`src/sep_regs.vh`:
```
// constants for the serial eeprom programming control block
`ifndef SEP_REGS_VH
`define SEP_REGS_VH

// ==========================================================
// timing
`define SEP_CLK_KHZ 40000
`define SEP_T_PROG_MS 10
// programming time in system clocks: 10 ms at 40 MHz, sized for the timer
`define SEP_PROG_CYCLES 20'h61a80

// ==========================================================
// opcodes and sub-opcodes
`define SEP_OP_EXT 2'h0
`define SEP_OP_WRITE 2'h1
`define SEP_OP_READ 2'h2
`define SEP_OP_ERASE 2'h3
`define SEP_SUB_LOCK 2'h0
`define SEP_SUB_FILL 2'h1
`define SEP_SUB_WIPE 2'h2
`define SEP_SUB_UNLOCK 2'h3

// ==========================================================
// pulse counts from the start bit to chip select falling
`define SEP_CNT_WR8 5'h12
`define SEP_CNT_WR16 5'h19
`define SEP_CNT_ER8 5'h0a
`define SEP_CNT_ER16 5'h09
`define SEP_CNT_SUB 5'h05
`define SEP_CNT_MAX 5'h1f
`define SEP_OPC_BITS 5'h02
`define SEP_AW8_END 5'h09
`define SEP_AW16_END 5'h08

// ==========================================================
// programming jobs queued for the engine
`define SEP_JOB_WRITE 2'h0
`define SEP_JOB_ERASE 2'h1
`define SEP_JOB_WIPE 2'h2
`define SEP_JOB_FILL 2'h3
`define SEP_JOB_W 26
`define SEP_FIFO_DEPTH 32
`define SEP_FIFO_AW 5

// ==========================================================
// array
`define SEP_MEM_DEPTH 128
`define SEP_MEM_AW 7
`define SEP_ERASED 8'hff
`define SEP_LAST_BYTE 7'h7f

`endif

```
`src/sep_unused_placeholder_none.v`:
```
// intentionally empty file: no modules
`timescale 1ns/1ps

```
`src/sep_fifo.v`:
```
// job fifo between the serial front end and the programming engine
`timescale 1ns/1ps
module sep_fifo #(
  parameter W = 26,
  parameter DEPTH = 32,
  parameter AW = 5
) (
  input wire sys_clk,
  input wire rst,
  input wire inValid,
  output wire inReady,
  input wire [W-1:0] inData,
  output wire outValid,
  input wire outReady,
  output wire [W-1:0] outData
);
  reg [W-1:0] store [0:DEPTH-1];
  reg [AW:0] wrPtr;
  reg [AW:0] rdPtr;
  wire empty = (wrPtr == rdPtr);
  wire full = (wrPtr[AW-1:0] == rdPtr[AW-1:0]) && (wrPtr[AW] != rdPtr[AW]);
  wire doPush = inValid & ~full;
  wire doPop = outReady & ~empty;

  assign inReady = ~full;
  assign outValid = ~empty;
  assign outData = store[rdPtr[AW-1:0]];

  // ==========================================================
  // storage
  always @(posedge sys_clk) begin
    if (doPush) begin
      store[wrPtr[AW-1:0]] <= inData;
    end
  end

  // ==========================================================
  // pointers
  always @(posedge sys_clk or posedge rst) begin
    if (rst) begin
      wrPtr <= {(AW+1){1'b0}};
      rdPtr <= {(AW+1){1'b0}};
    end else begin
      if (doPush) begin
        wrPtr <= wrPtr + 1'b1;
      end
      if (doPop) begin
        rdPtr <= rdPtr + 1'b1;
      end
    end
  end
endmodule

```
`src/sep_mem.v`:
```
// byte array of the eeprom with a registered read port
`timescale 1ns/1ps
`include "sep_regs.vh"
module sep_mem (
  input wire sys_clk,
  input wire rdEn,
  input wire [`SEP_MEM_AW-1:0] rdAddr,
  output reg [7:0] rdData,
  input wire wrEn,
  input wire [`SEP_MEM_AW-1:0] wrAddr,
  input wire [7:0] wrData
);
  reg [7:0] cells [0:`SEP_MEM_DEPTH-1];
  integer i;

  // delivered content is all ones
  initial begin
    for (i = 0; i < `SEP_MEM_DEPTH; i = i + 1) begin
      cells[i] = `SEP_ERASED;
    end
  end

  always @(posedge sys_clk) begin
    if (wrEn) begin
      cells[wrAddr] <= wrData;
    end
    if (rdEn) begin
      rdData <= cells[rdAddr];
    end
  end
endmodule

```
`src/sep_prog_ctrl.v`:
```
// serial eeprom instruction front end and self-timed programming engine
`timescale 1ns/1ps
`include "sep_regs.vh"
// Contract
// - write carries one byte (x8) or one word (x16) of data to program
// - serial input is sampled on each rising serial clock edge; the code ignores edges while progBusy is high
// - busy shows as 0 on serial output while select is high
// - ready shows as 1 until new start bit or select low
// - write erases its location itself before programming
// - wipe_array sets every bit of the array to 1 on select fall
// - fill_array ANDs its data into every address, no erase
// - status appears only after programming instructions, select high
// - enhanced variant counts clock pulses from start bit to select fall
// - enhanced x8 write needs exactly 18 pulses, else discarded
// - enhanced x16 write needs exactly 25 pulses, else discarded
// - count check covers only write, erase, wipe and fill
// - array starts all ones
// - instruction opens with select high then a start bit of 1
// - opcode 01 write, 10 read, 11 erase, 00 uses sub-opcode
// - width select low means x8, high means x16
// - programming needs unlock; lock or reset blocks it again
module sep_prog_ctrl #(
  parameter [19:0] PROG_CYCLES = `SEP_PROG_CYCLES
) (
  input wire sys_clk,
  input wire rst,
  input wire chipSelect,
  input wire serialClock,
  input wire serialIn,
  input wire widthSelect,
  input wire enhancedMode,
  output reg serialOut,
  output reg serialOutEn,
  output wire progBusy
);
  localparam [3:0] E_IDLE = 4'h1;
  localparam [3:0] E_READ = 4'h2;
  localparam [3:0] E_WRITE = 4'h4;
  localparam [3:0] E_WAIT = 4'h8;

  // ==========================================================
  // decoding helpers
  function [1:0] subOp;
    input [6:0] a;
    input w;
    begin
      subOp = w ? a[5:4] : a[6:5];
    end
  endfunction

  // pulses a programming instruction must carry; zero if not one
  function [4:0] needCount;
    input [1:0] op;
    input [1:0] sub;
    input w;
    begin
      needCount = 5'h00;
      if (op == `SEP_OP_WRITE ||
          (op == `SEP_OP_EXT && sub == `SEP_SUB_FILL)) begin
        needCount = w ? `SEP_CNT_WR16 : `SEP_CNT_WR8;
      end else if (op == `SEP_OP_ERASE ||
                   (op == `SEP_OP_EXT && sub == `SEP_SUB_WIPE)) begin
        needCount = w ? `SEP_CNT_ER16 : `SEP_CNT_ER8;
      end
    end
  endfunction

  // ==========================================================
  // pin synchronisers
  reg csMeta, csSync, csLast;
  reg clkMeta, clkSync, clkLast;
  reg dinMeta, dinSync;
  reg orgMeta, orgSync;
  reg enhMeta, enhSync;

  always @(posedge sys_clk or posedge rst) begin
    if (rst) begin
      csMeta <= 1'b0;
      csSync <= 1'b0;
      csLast <= 1'b0;
      clkMeta <= 1'b0;
      clkSync <= 1'b0;
      clkLast <= 1'b0;
      dinMeta <= 1'b0;
      dinSync <= 1'b0;
      orgMeta <= 1'b1;
      orgSync <= 1'b1;
      enhMeta <= 1'b0;
      enhSync <= 1'b0;
    end else begin
      csMeta <= chipSelect;
      csSync <= csMeta;
      csLast <= csSync;
      clkMeta <= serialClock;
      clkSync <= clkMeta;
      clkLast <= clkSync;
      dinMeta <= serialIn;
      dinSync <= dinMeta;
      orgMeta <= widthSelect;
      orgSync <= orgMeta;
      enhMeta <= enhancedMode;
      enhSync <= enhMeta;
    end
  end

  wire clkRise = clkSync & ~clkLast;
  wire csFall = ~csSync & csLast;

  // ==========================================================
  // serial front end
  reg started;
  reg [4:0] pulseCount;
  reg [1:0] opcode;
  reg [6:0] addr;
  reg [15:0] dataWord;
  reg wide;
  reg enhanced;
  reg unlocked;
  reg statusMode;
  wire busy;
  wire jobReady;
  reg jobValid;
  reg [`SEP_JOB_W-1:0] jobIn;

  wire [4:0] addrEnd = wide ? `SEP_AW16_END : `SEP_AW8_END;
  wire [1:0] curSub = subOp(addr, wide);
  wire [4:0] need = needCount(opcode, curSub, wide);
  wire isProg = (need != 5'h00);
  wire countOk = enhanced ? (pulseCount == need) :
                 (pulseCount >= need);
  wire isExtCtl = (opcode == `SEP_OP_EXT) &&
                  (curSub == `SEP_SUB_UNLOCK || curSub == `SEP_SUB_LOCK);
  reg [1:0] jobKind;

  always @* begin
    jobKind = `SEP_JOB_WRITE;
    if (opcode == `SEP_OP_ERASE) begin
      jobKind = `SEP_JOB_ERASE;
    end else if (opcode == `SEP_OP_EXT) begin
      jobKind = (curSub == `SEP_SUB_WIPE) ? `SEP_JOB_WIPE : `SEP_JOB_FILL;
    end
  end

  always @(posedge sys_clk or posedge rst) begin
    if (rst) begin
      started <= 1'b0;
      pulseCount <= 5'h00;
      opcode <= 2'h0;
      addr <= 7'h00;
      dataWord <= 16'h0000;
      wide <= 1'b1;
      enhanced <= 1'b0;
      unlocked <= 1'b0;
      statusMode <= 1'b0;
      jobValid <= 1'b0;
      jobIn <= {`SEP_JOB_W{1'b0}};
    end else begin
      jobValid <= 1'b0;
      if (!csSync) begin
        started <= 1'b0;
        pulseCount <= 5'h00;
      end else if (clkRise && !busy) begin
        if (!started) begin
          if (dinSync) begin
            started <= 1'b1;
            pulseCount <= 5'h01;
            wide <= orgSync;
            enhanced <= enhSync;
            statusMode <= 1'b0;
          end
        end else begin
          if (pulseCount != `SEP_CNT_MAX) begin
            pulseCount <= pulseCount + 5'h01;
          end
          // each bit lands in its field by position
          if (pulseCount <= `SEP_OPC_BITS) begin
            opcode <= {opcode[0], dinSync};
          end else if (pulseCount <= addrEnd) begin
            addr <= {addr[5:0], dinSync};
          end else begin
            dataWord <= {dataWord[14:0], dinSync};
          end
        end
      end
      // select falling closes the instruction
      if (csFall && started) begin
        if (isExtCtl && pulseCount >= `SEP_CNT_SUB) begin
          unlocked <= (curSub == `SEP_SUB_UNLOCK);
        end
        if (isProg && countOk && unlocked && jobReady) begin
          jobValid <= 1'b1;
          jobIn <= {jobKind, wide, addr, dataWord};
          statusMode <= 1'b1;
        end
      end
    end
  end

  // ==========================================================
  // job queue
  wire qValid;
  wire qReady;
  wire [`SEP_JOB_W-1:0] qData;

  sep_fifo #(
    .W(`SEP_JOB_W),
    .DEPTH(`SEP_FIFO_DEPTH),
    .AW(`SEP_FIFO_AW)
  ) jobQueue (
    .sys_clk(sys_clk),
    .rst(rst),
    .inValid(jobValid),
    .inReady(jobReady),
    .inData(jobIn),
    .outValid(qValid),
    .outReady(qReady),
    .outData(qData)
  );

  // ==========================================================
  // programming engine
  reg [3:0] engState;
  reg [1:0] curKind;
  reg curWide;
  reg [15:0] curData;
  reg [6:0] ptr;
  reg [6:0] endPtr;
  reg [19:0] timer;
  wire [7:0] rdData;
  reg memWe;
  reg [7:0] memWd;
  reg [7:0] srcByte;

  assign qReady = engState[0];
  assign busy = qValid | ~engState[0];
  assign progBusy = busy;

  wire [1:0] qKind = qData[25:24];
  wire qWide = qData[23];
  wire [6:0] qAddr = qData[22:16];

  always @* begin
    srcByte = curData[7:0];
    if (curWide && !ptr[0]) begin
      srcByte = curData[15:8];
    end
    memWe = engState[2];
    case (curKind)
      `SEP_JOB_WRITE: memWd = srcByte;
      `SEP_JOB_FILL: memWd = rdData & srcByte;
      default: memWd = `SEP_ERASED;
    endcase
  end

  always @(posedge sys_clk or posedge rst) begin
    if (rst) begin
      engState <= E_IDLE;
      curKind <= `SEP_JOB_WRITE;
      curWide <= 1'b0;
      curData <= 16'h0000;
      ptr <= 7'h00;
      endPtr <= 7'h00;
      timer <= 20'h00000;
    end else begin
      case (engState)
        E_IDLE: begin
          if (qValid) begin
            curKind <= qKind;
            curWide <= qWide;
            curData <= qData[15:0];
            engState <= E_READ;
            if (qKind == `SEP_JOB_WIPE || qKind == `SEP_JOB_FILL) begin
              ptr <= 7'h00;
              endPtr <= `SEP_LAST_BYTE;
            end else if (qWide) begin
              ptr <= {qAddr[5:0], 1'b0};
              endPtr <= {qAddr[5:0], 1'b1};
            end else begin
              ptr <= qAddr;
              endPtr <= qAddr;
            end
          end
        end
        E_READ: begin
          engState <= E_WRITE;
        end
        E_WRITE: begin
          if (ptr == endPtr) begin
            timer <= 20'h00000;
            engState <= E_WAIT;
          end else begin
            ptr <= ptr + 7'h01;
            engState <= E_READ;
          end
        end
        E_WAIT: begin
          if (timer >= PROG_CYCLES - 20'h00001) begin
            engState <= E_IDLE;
          end else begin
            timer <= timer + 20'h00001;
          end
        end
        default: begin
          engState <= E_IDLE;
        end
      endcase
    end
  end

  sep_mem array (
    .sys_clk(sys_clk),
    .rdEn(engState[1]),
    .rdAddr(ptr),
    .rdData(rdData),
    .wrEn(memWe),
    .wrAddr(ptr),
    .wrData(memWd)
  );

  // ==========================================================
  // ready/busy on the serial output
  always @(posedge sys_clk or posedge rst) begin
    if (rst) begin
      serialOut <= 1'b1;
      serialOutEn <= 1'b0;
    end else begin
      serialOut <= ~busy;
      serialOutEn <= csSync & statusMode;
    end
  end
endmodule

```
`config.mk`:
```
export PLATFORM = sky130hd
export DESIGN_NAME = sep_prog_ctrl
export DESIGN_NICKNAME = d
export VERILOG_FILES = /design/src/sep_unused_placeholder_none.v /design/src/sep_fifo.v /design/src/sep_mem.v /design/src/sep_prog_ctrl.v
export VERILOG_INCLUDE_DIRS = /design/src
export SDC_FILE = /design/constraint.sdc
export NUM_CORES = 1
export LEC_CHECK = 0
export BUFFER_PORTS_ARGS = -buffer_cell sky130_fd_sc_hd__buf_2
export CAP_MARGIN = 40
export CORE_MARGIN = 4
export CORE_UTILIZATION = 50
export CTS_BUF_LIST = sky130_fd_sc_hd__clkbuf_4 sky130_fd_sc_hd__clkbuf_8 sky130_fd_sc_hd__clkbuf_16
export DETAILED_ROUTE_END_ITERATION = 6
export PLACE_DENSITY = 0.76
export SLEW_MARGIN = 15
export SYNTH_ARGS = -nofsm -noshare
export SYNTH_HDL_FRONTEND = slang
export SYNTH_SLANG_ARGS = --single-unit
```
`constraint.sdc`:
```
create_clock -name sys_clk -period 2.99 [get_ports sys_clk]
set_input_delay 0.4485 -clock sys_clk [delete_from_list [all_inputs] [get_ports sys_clk]]
set_output_delay 0.4485 -clock sys_clk [all_outputs]
set_load 0.005 [all_outputs]
```
==> Yosys cells after proc, flatten, opt, wreduce, memory -nomap -nowiden <==
Memories as Yosys holds them, arrays and structs flattened.
Cells that the tools add are included.
{ "word_totals": {"register_bits": 126, "n_memories": 1, "word_cells": 156, "output_inout_bits": 3, "mem_bits_rw": 832} }
{ "classes": {"muxes": 43, "add_sub_neg": 5, "eq_ne": 25, "n_reduce_logical": 31, "n_lt_le_gt_ge": 5, "n_bitwise": 15} }
{ "mem_list": {"columns": ["name", "words", "width", "rd", "rd_clocked_by_memory_dff", "write_ports", "line_no", "source"], "rows": [
  ["jobQueue.store", 32, 26, 1, 0, 1, "sep_fifo.v:17", "reg [W-1:0] store [0:DEPTH-1];"]
]} }
{ "op_table": {"columns": ["cell", "n"], "rows": [
  ["2-to-1 mux 7 bit", 6],
  ["2-to-1 mux 20 bit", 2],
  ["case mux 20 bit (2 select lines)", 1],
  ["2-to-1 mux 5 bit", 6],
  ["adder 20 x 1 -> 20 bit, second input constant", 1],
  ["greater-or-equal comparator 20 x 19 -> 1 bit, second input constant", 1],
  ["2-to-1 mux 4 bit", 5],
  ["2-to-1 mux 1 bit", 17],
  ["case mux 4 bit (4 select lines)", 1],
  ["case mux 7 bit (2 select lines)", 1],
  ["adder 6 x 1 -> 6 bit, second input constant", 2],
  ["equality test 2 bit, second input constant", 5],
  ["equality test 5 bit", 2],
  ["logical AND 1 bit", 10],
  ["!= test 2 bit, second input constant", 5],
  ["AND reduction 5 bit", 2],
  ["NOT 1 bit", 9],
  ["AND reduction 3 bit", 3],
  ["2-to-1 mux 2 bit", 4],
  ["AND reduction 2 bit", 4],
  ["AND reduction 4 bit", 2],
  ["adder 7 x 1 -> 7 bit, second input constant", 1],
  ["equality test 7 bit", 1],
  ["equality test 6 bit", 1],
  ["22 further kinds", 32]
]} }

==> Depth between registers and ports, before layout <==
Gate-level depths: netlist of the first run.
{ "depth": {"word_depth": 13, "ltp_mapped": 15, "ltp_nobuf": 14} }

==> Hierarchy <==
From an unflattened synthesis of the first run, not the netlist that was laid out.
{ "unflattened": {"cells_unflattened": 2307, "area_unflattened_um2": 38230.4} }
{ "modules_own_cells": {"columns": ["mod", "cells_per_inst", "area_each_um2", "instances"], "rows": [
  ["sep_fifo", 1833, 32882.8, 1],
  ["sep_prog_ctrl", 474, 5347.6, 1]
]} }

==> Worst setup path before layout of the first run <==
No wires, ideal clock.
{ "synth_timing": {"kind": "register -> register", "from": "register wide", "to": "register jobIn[16]", "synth_period_minus_slack_ns": 3.188, "stages_incl_launch_ff": 16, "t_required_ns": 2.865, "n_path_buf": 1, "t_arrival_ns": 3.063, "slack_ns": -0.198, "cell_sequence": "dfstp_2 -> mux2i_1 -> inv_1 -> ha_1 -> nor2_1 -> nor2_1 -> nor2_1 -> nor2_1 -> ha_1 -> nor2b_1 -> o21ai_0 -> a21boi_0 -> o21ai_0 -> a2111oi_2 -> buf_2 -> mux2_2"} }
{ "synth_via": {"elab_chain_len": 12, "word_cells_on_any_way": 19} }
{ "synth_rtl": {"columns": ["item", "line_no", "source"], "rows": [
  ["start: declaration", "sep_prog_ctrl.v:116", "reg wide;"],
  ["start signal: assignment", "sep_prog_ctrl.v:167", "wide <= orgSync;"],
  ["2-to-1 mux 2 bit", "sep_prog_ctrl.v:47", "subOp = w ? a[5:4] : a[6:5];"],
  ["equality test 2 bit (no line)", null, null],
  ["logical AND 1 bit (no line)", null, null],
  ["logical OR 1 bit", "sep_prog_ctrl.v:61", "end else if (op == `SEP_OP_ERASE ||"],
  ["2-to-1 mux 4 bit", "sep_prog_ctrl.v:61", null],
  ["2-to-1 mux 5 bit (*)", "sep_prog_ctrl.v:58", "if (op == `SEP_OP_WRITE ||"],
  ["greater-or-equal comparator 5 bit or equality test 5 bit (tied branches)", "sep_prog_ctrl.v:130, sep_prog_ctrl.v:129", null],
  ["2-to-1 mux 1 bit", "sep_prog_ctrl.v:129", "wire countOk = enhanced ? (pulseCount == need) :"],
  ["logical AND 1 bit (*) (3 in series)", "sep_prog_ctrl.v:190", "if (isProg && countOk && unlocked && jobReady) begin"],
  ["AND reduction 2 bit (no line) (*)", null, null],
  ["end signal: assignment", "sep_prog_ctrl.v:156", "jobIn <= {`SEP_JOB_W{1'b0}};"],
  ["end signal: assignment", "sep_prog_ctrl.v:192", "jobIn <= {jobKind, wide, addr, dataWord};"],
  ["end: declaration", "sep_prog_ctrl.v:123", "reg [`SEP_JOB_W-1:0] jobIn;"]
]} }
Every way passes the cells marked *; elsewhere a longest branch is shown, timed or not.
A chain may end at the register's enable or synchronous reset.

==> Final worst setup path of the first run <==
{ "layout_timing": {"from": "register wide", "to": "register jobIn[25]"} }
The elaborated chain is that of the path after synthesis.

==> flow_metrics.tcl, run 1 <==
set metrics [dict create \
    async_flop_share_pct 24.4 \
    finalNonFillerCells 1498 \
    status "finished with violations" \
    numCtsBuffers 38 \
    yosys-top-cells-count "edfxtp_1 (288), dfrtp_1 (88), nor2_1 (75), mux4_2 (54), mux2i_1 (47)" \
    crit_required_ns 3.40 \
    cts_buffer_depth 3 \
    crit_fanout 6 \
    synth_area_leaders "edfxtp_1 (55%), dfrtp_1 (14%), mux4_2 (7.7%)" \
    ys.warnings.count 0 \
    crit_arrival_ns 3.62 \
    pre_cts_slack_ns -0.112 \
    grt_use_met2_pct 32.2 \
    grt.total_usage_pct 19.7 \
    period_needed_ns 3.21 \
    skew_ns 0.0212 \
    vdd_drop_max_uv 544 \
    yosysTopAreaCell "edfxtp_1" \
    dp.cells 1423 \
    wl_per_cell_um 22.2 \
    period_share_pct 107 \
    r2r_slack_ns -0.22 \
    nNetsFinal 1099 \
    cts-root-buf "clkbuf_16" \
    r2r-end "jobIn[25]$_DFFE_PP0P_" \
    cts.clk_slew.worst_paths_ns 0.06 \
    grt_max_degree 52 \
    grtUsageMet3_pct 3.63 \
    grt_pass1_wl_mm 52.2 \
    fmax_mhz 312 \
    antennaDiodeCount 0 \
    violations "setup timing" \
    synth-edff-count 288 \
    power_density_nw_per_um2 574 \
    syn_nets 991 \
    start_util_pct 51.3 \
    finalMaxSlewViolations 0 \
    path_class "reg -> reg" \
    ys.flop_type "edfxtp_1" \
    place.gp.congestion 0.854 \
    overflow 0 \
    cts_sinks 381 \
    netlist_instances 965 \
    fillerInstances 2235 \
    maxCapViolations 0 \
    first_iter_violations 798 \
    die_area_um2 34600 \
    avgSynthCellArea_um2 16.4 \
    die_h_um 186 \
    ys_types 78 \
    synth.most_common_cell "edfxtp_1" \
    rsz0062_at_grt "yes" \
    finalSetupViolCount 9 \
    drive_gt1_share_pct 26.0 \
    rows 64 \
    dpl.hpwl_mm 22.0 \
    antenna_found_initial 0 \
    htree_levels 2 \
    tightest_slew_ns 0.682 \
    coreArea_um2 30900 \
    rr_startpoint "wide$_DFFE_PP1P_" \
    grt_pass1_vias 9024 \
    num_vias 9005 \
    vias_per_cell 6.01 \
    post-route-drc-count 0 \
    synth_top_area_share_pct 54.5 \
    routed_wl_mm 33.3 \
    ant_nets 0 \
    dr.pass1.iters 5 \
    cts_tree "done" \
    start_kind "flip-flop" \
    fin_ws_ns -0.219 \
    io_pins 10 \
    relSlewSlack_pct 54.5 \
    end_kind "flip-flop" \
    reg2reg_depth 15 \
    p_leak_nw 5.95 \
    port-buffer-count 9 \
    fp.dieW_um 186 \
    finalHoldViolCount 0 \
    busiest_layer "met2" \
    seq_area_frac_synth_pct 69.2 \
    insertion_delay_ns 0.53 \
    areaGrowthSynthToFinish_pct 16.1 \
    ys_ff_latch 381 \
    synth_area_um2 15900 \
    min_path_type "in -> async" \
    met1_usage_pct 27.5 \
]
-- routing by layer --
| layer | share of wire (%) | wire length, µm |
|---|---|---|
| met3 | 7.6 | 2530 |
| met5 | 0 | 0 |
| met4 | 2.7 | 903 |
| met1 | 41 | 13600 |
| met2 | 49 | 16200 |
-- worst max-delay path, stage by stage, from the launching register on --
cell,delay (ns)
dfstp_2,0.58
mux2i_1,0.24
inv_1,0.08
ha_1,0.19
nor2_2,0.11
nor2_2,0.06
nor2_2,0.11
nor2_1,0.06
ha_1,0.27
nor2b_4,0.13
o21ai_2,0.05
a21boi_1,0.12
o21ai_1,0.12
a2111oi_4,0.41
clkbuf_16,0.23
mux2_2,0.33
-- worst max path at each step --
stage,from,endpoint,slack [ns],cells past startpoint
floorplan,wide$_DFFE_PP1P_,jobIn[16]$_DFFE_PP0P_,-0.05,15
finish,wide$_DFFE_PP1P_,jobIn[25]$_DFFE_PP0P_,-0.22,15
global route,wide$_DFFE_PP1P_,jobIn[25]$_DFFE_PP0P_,-0.39,15
detailed placement,wide$_DFFE_PP1P_,jobIn[19]$_DFFE_PP0P_,-0.11,15
CTS,wide$_DFFE_PP1P_,jobIn[19]$_DFFE_PP0P_,-0.14,15
global placement,wide$_DFFE_PP1P_,jobIn[20]$_DFFE_PP0P_,-0.03,15
-- final cells by class --
| cell class | instances | area [µm²] | share of cell area (%) |
|---|---|---|---|
| multi-input combinational | 522 | 4600 | 25.0 |
| sequential | 381 | 11000 | 59.7 |
| inverter | 19 | 73.8 | 0.401 |
| tap | 396 | 495 | 2.69 |
| clock buffer | 52 | 1060 | 5.73 |
| timing repair buffer | 111 | 998 | 5.42 |
| clock inverter | 17 | 205 | 1.11 |
-- repair_timing --
item | in CTS | in global routing
cloned | 0 | 1
endpoints found under the hold margin | 1 | 0
pin swaps | 0 | 0
setup endpoints to repair | 9 | 10
buffers inserted | 0 | 4
hold buffers | 1 | 0
gates resized for setup | 0 | 11
-- placed cells by master, fill, tap and decap left out, types with 7 or more instances in the layout --
cell / instances
ha_1: 18
nor2_1: 72
a22oi_1: 13
nand2_1: 38
clkbuf_16: 39
o22a_1: 7
o21ai_0: 15
clkbuf_4: 14
buf_4: 85
a211oi_1: 8
mux4_2: 54
buf_2: 9
dfrtp_1: 85
a21oi_1: 21
mux2i_1: 46
edfxtp_1: 288
xor2_1: 13
o221ai_1: 9
inv_1: 16
and3_1: 7
mux2_2: 20
nand4_1: 12
nand3b_1: 7
a22o_1: 9
nor3_1: 10
o22ai_1: 8
nand3_1: 16
xnor2_1: 17
-- where the power goes --
group	total (mW)	leakage [nW]	switching [mW]	internal (mW)
Combinational	0.133	2.09	0.0716	0.0609
Sequential	5.68	3.23	0.0262	5.66
Clock	4.76	0.630	1.92	2.84
Total	10.6	5.95	2.01	8.56
-- flip-flops by register name (all words and copies together), names as in the netlist, 2 cells and up --
register        flops
pulseCount          5
jobQueue.store    288
endPtr              7
opcode              2
ptr                 7
timer              20
jobQueue.rdPtr      6
jobIn               9
jobQueue.wrPtr      6
addr                7
engState            4
-- logic make-up after synthesis --
kind of cell             after synthesis  synth area share [%]
flip-flops                           381                  69.2
AND/OR/NAND/NOR                      208                  6.67
AO/OA/AOI/OAI                        139                  6.40
multiplexers                         126                  12.4
buffers and inverters                 62                  2.14
XOR/XNOR                              30                  1.66
adder cells (fa/ha/maj)               19                  1.50
-- per-stage QoR --
stage	instance area, µm²	hold slack, ns	setup TNS (ns)	util, %	power, mW
6_report	18400	0.0203	-1.68	59.6	10.6
5_1_grt	18400	0.00798	-3.33	59.6	10.9
4_1_cts	18300	0.00458	-1.14	59.3	10.6
3_5_place_dp	17100	0.340	-0.892	55.2	5.91
3_3_place_gp	16900	0.332	-0.203	54.7	5.91
2_1_floorplan	15900	0.331	-0.317	-	5.87
Note: power is estimated with default switching activity, not from simulation.
==> run 2, diff against run 1 <==
--- a/config.mk
+++ b/config.mk
@@ -9,10 +9,11 @@
 export BUFFER_PORTS_ARGS = -buffer_cell sky130_fd_sc_hd__buf_2
 export CAP_MARGIN = 40
 export CORE_MARGIN = 4
-export CORE_UTILIZATION = 50
+export CORE_UTILIZATION = 57
 export CTS_BUF_LIST = sky130_fd_sc_hd__clkbuf_4 sky130_fd_sc_hd__clkbuf_8 sky130_fd_sc_hd__clkbuf_16
 export DETAILED_ROUTE_END_ITERATION = 6
-export PLACE_DENSITY = 0.76
+export GPL_TIMING_DRIVEN = 0
+export PLACE_DENSITY = 0.84
 export SLEW_MARGIN = 15
 export SYNTH_ARGS = -nofsm -noshare
 export SYNTH_HDL_FRONTEND = slang
==> flow_metrics.tcl, run 2 (synthesis results as in run 1) <==
set metrics [dict create \
    worstHoldStart "widthSelect" \
    fin_ws_ns -0.285 \
    min_path_type "in -> reg" \
    first_iter_violations 1495 \
    p_clk_share_pct 45.5 \
    period_share_pct 110 \
    io_pins 10 \
    dr.pass1.iters 5 \
    finalHoldViolCount 0 \
    maxCapViolations 0 \
    period_needed_ns 3.28 \
    final_common_cell "edfxtp_1" \
    p_sw_mw 2.09 \
    rows 60 \
    post-route-drc-count 0 \
    relSlewSlack_pct 49.1 \
    finalMaxSlewViolations 0 \
    comb_power_share_pct 1.7 \
    p_sw_share_pct 19.5 \
    end_kind "flip-flop" \
    dpl.hpwl_mm 23.4 \
    num_vias 9760 \
    start_kind "flip-flop" \
    fillerInstances 1698 \
    path_class "reg -> reg" \
    coreArea_um2 27200 \
    nNetsFinal 1105 \
    min_to "orgMeta$_DFF_PP1_" \
    routed_wl_mm 40.4 \
    fmax_mhz 305 \
    crit_fanout 8 \
    ant_nets 0 \
    regArea_um2 11000 \
    crit_required_ns 3.40 \
    cts_buffer_depth 3 \
    r2r-end "jobIn[21]$_DFFE_PP0P_" \
    crit_arrival_ns 3.69 \
    grt_pass1_vias 9810 \
    r2r_slack_ns -0.29 \
    cts-root-buf "clkbuf_16" \
    pre_cts_slack_ns -0.368 \
    power_density_nw_per_um2 579 \
    violations "setup timing" \
    htree_levels 2 \
    cts_tree "done" \
    rr_startpoint "wide$_DFFE_PP1P_" \
    areaGrowthSynthToFinish_pct 17.0 \
    p_leak_nw 5.96 \
    multi_input_area_um2 4770 \
    dp.cells 1373 \
    place.gp.congestion 0.871 \
    numCtsBuffers 38 \
    skew_ns 0.0319 \
    port-buffer-count 9 \
    internal-power_mw 8.66 \
    cts.clk_slew.worst_paths_ns 0.06 \
    vias_per_cell 6.60 \
    die_area_um2 30600 \
    grt.total_usage_pct 25.9 \
    whs_ns 0.0167 \
    status "finished with violations" \
    grt_pass1_wl_mm 59.7 \
    die_h_um 175 \
    insertion_delay_ns 0.53 \
    cts_sinks 381 \
    overflow 0 \
    antenna_found_initial 1 \
    p_seq_share_pct 52.8 \
    drive_gt1_share_pct 27.6 \
    rsz0062_at_grt "yes" \
    wl_per_cell_um 27.3 \
    finalSetupViolCount 12 \
    antennaDiodeCount 0 \
    p_total_mw 10.7 \
    start_util_pct 58.4 \
    grt_max_degree 65 \
    tightest_slew_ns 0.764 \
    hold_path_depth 1 \
    fp.dieW_um 175 \
    mostFrequentLayoutCells "edfxtp_1 (288), dfrtp_1 (88), nor2_1 (55), mux4_2 (54), buf_4 (48)" \
    post-route-util_pct 68.3 \
    vdd_drop_max_uv 561 \
    reg2reg_depth 15 \
    finalNonFillerCells 1479 \
    largest_reg_flops 288 \
]
[run 2: how the worst max path moves through the flow]
stage | from | to | slack [ns] | cells past startpoint
floorplan | wide$_DFFE_PP1P_ | jobIn[16]$_DFFE_PP0P_ | -0.05 | 15
detailed placement | wide$_DFFE_PP1P_ | jobIn[20]$_DFFE_PP0P_ | -0.37 | 15
CTS | wide$_DFFE_PP1P_ | jobIn[16]$_DFFE_PP0P_ | -0.17 | 15
global route | wide$_DFFE_PP1P_ | jobIn[21]$_DFFE_PP0P_ | -0.38 | 15
global placement | rst | addr[1]$_DFFE_PP0P_ | -0.87 | 2
finish | wide$_DFFE_PP1P_ | jobIn[21]$_DFFE_PP0P_ | -0.29 | 15
[run 2: stage by stage]
step                      setup TNS, ns  instance area [µm²]
after floorplan                  -0.317                15900
after global placement          -131.22                16400
after detailed placement         -35.93                16700
after CTS                         -1.37                18400
after global routing              -4.08                18600
final                             -2.60                18600
[run 2: worst max-delay path, cell delays in order (launching register included)]
cell       delay, ns
dfstp_2         0.58
mux2i_2         0.29
inv_2           0.10
ha_4            0.18
nor2_4          0.09
nor2_2          0.06
nor2_2          0.11
nor2_1          0.07
ha_1            0.27
nor2b_4         0.14
o21ai_2         0.08
a21boi_2        0.19
o21ai_2         0.10
a2111oi_4       0.35
buf_6           0.22
mux2_4          0.32
[run 2: power groups by stage]
stage               clock network (mW)  logic, mW  registers, mW
floorplan                            0     0.0899           5.78
global placement                     0      0.111           5.78
detailed placement                   0      0.120           5.78
CTS                               4.90      0.148           5.67
global route                      5.15      0.201           5.67
finish                            4.89      0.186           5.67
[run 2: cell type report]
type | instances | share of cell area [%]
Buffer | 42 | 1.52
Tap cell | 372 | 2.51
Timing Repair Buffer | 75 | 3.89
Multi-Input combinational cell | 522 | 25.7
Sequential cell | 381 | 59.2
Clock buffer | 49 | 5.66
Inverter | 19 | 0.398
Clock inverter | 19 | 1.19
[run 2: layer usage]
metal / part of all wire (%) / up-vias / track usage, %
li1: - / 4023 / -
met2: 50 / 639 / 42.7
met3: 9.0 / 146 / 4.59
met4: 4.2 / 0 / 9.82
met1: 37 / 4952 / 35.0
met5: 0 / - / 0
[run 2: repair_timing]
item,in CTS,in global routing
setup buffers,37,12
resized for setup,41,38
hold endpoints to repair,29,0
hold buffers,1,0
endpoints found under the setup margin,216,162
pin swaps,6,12
cloned,0,0
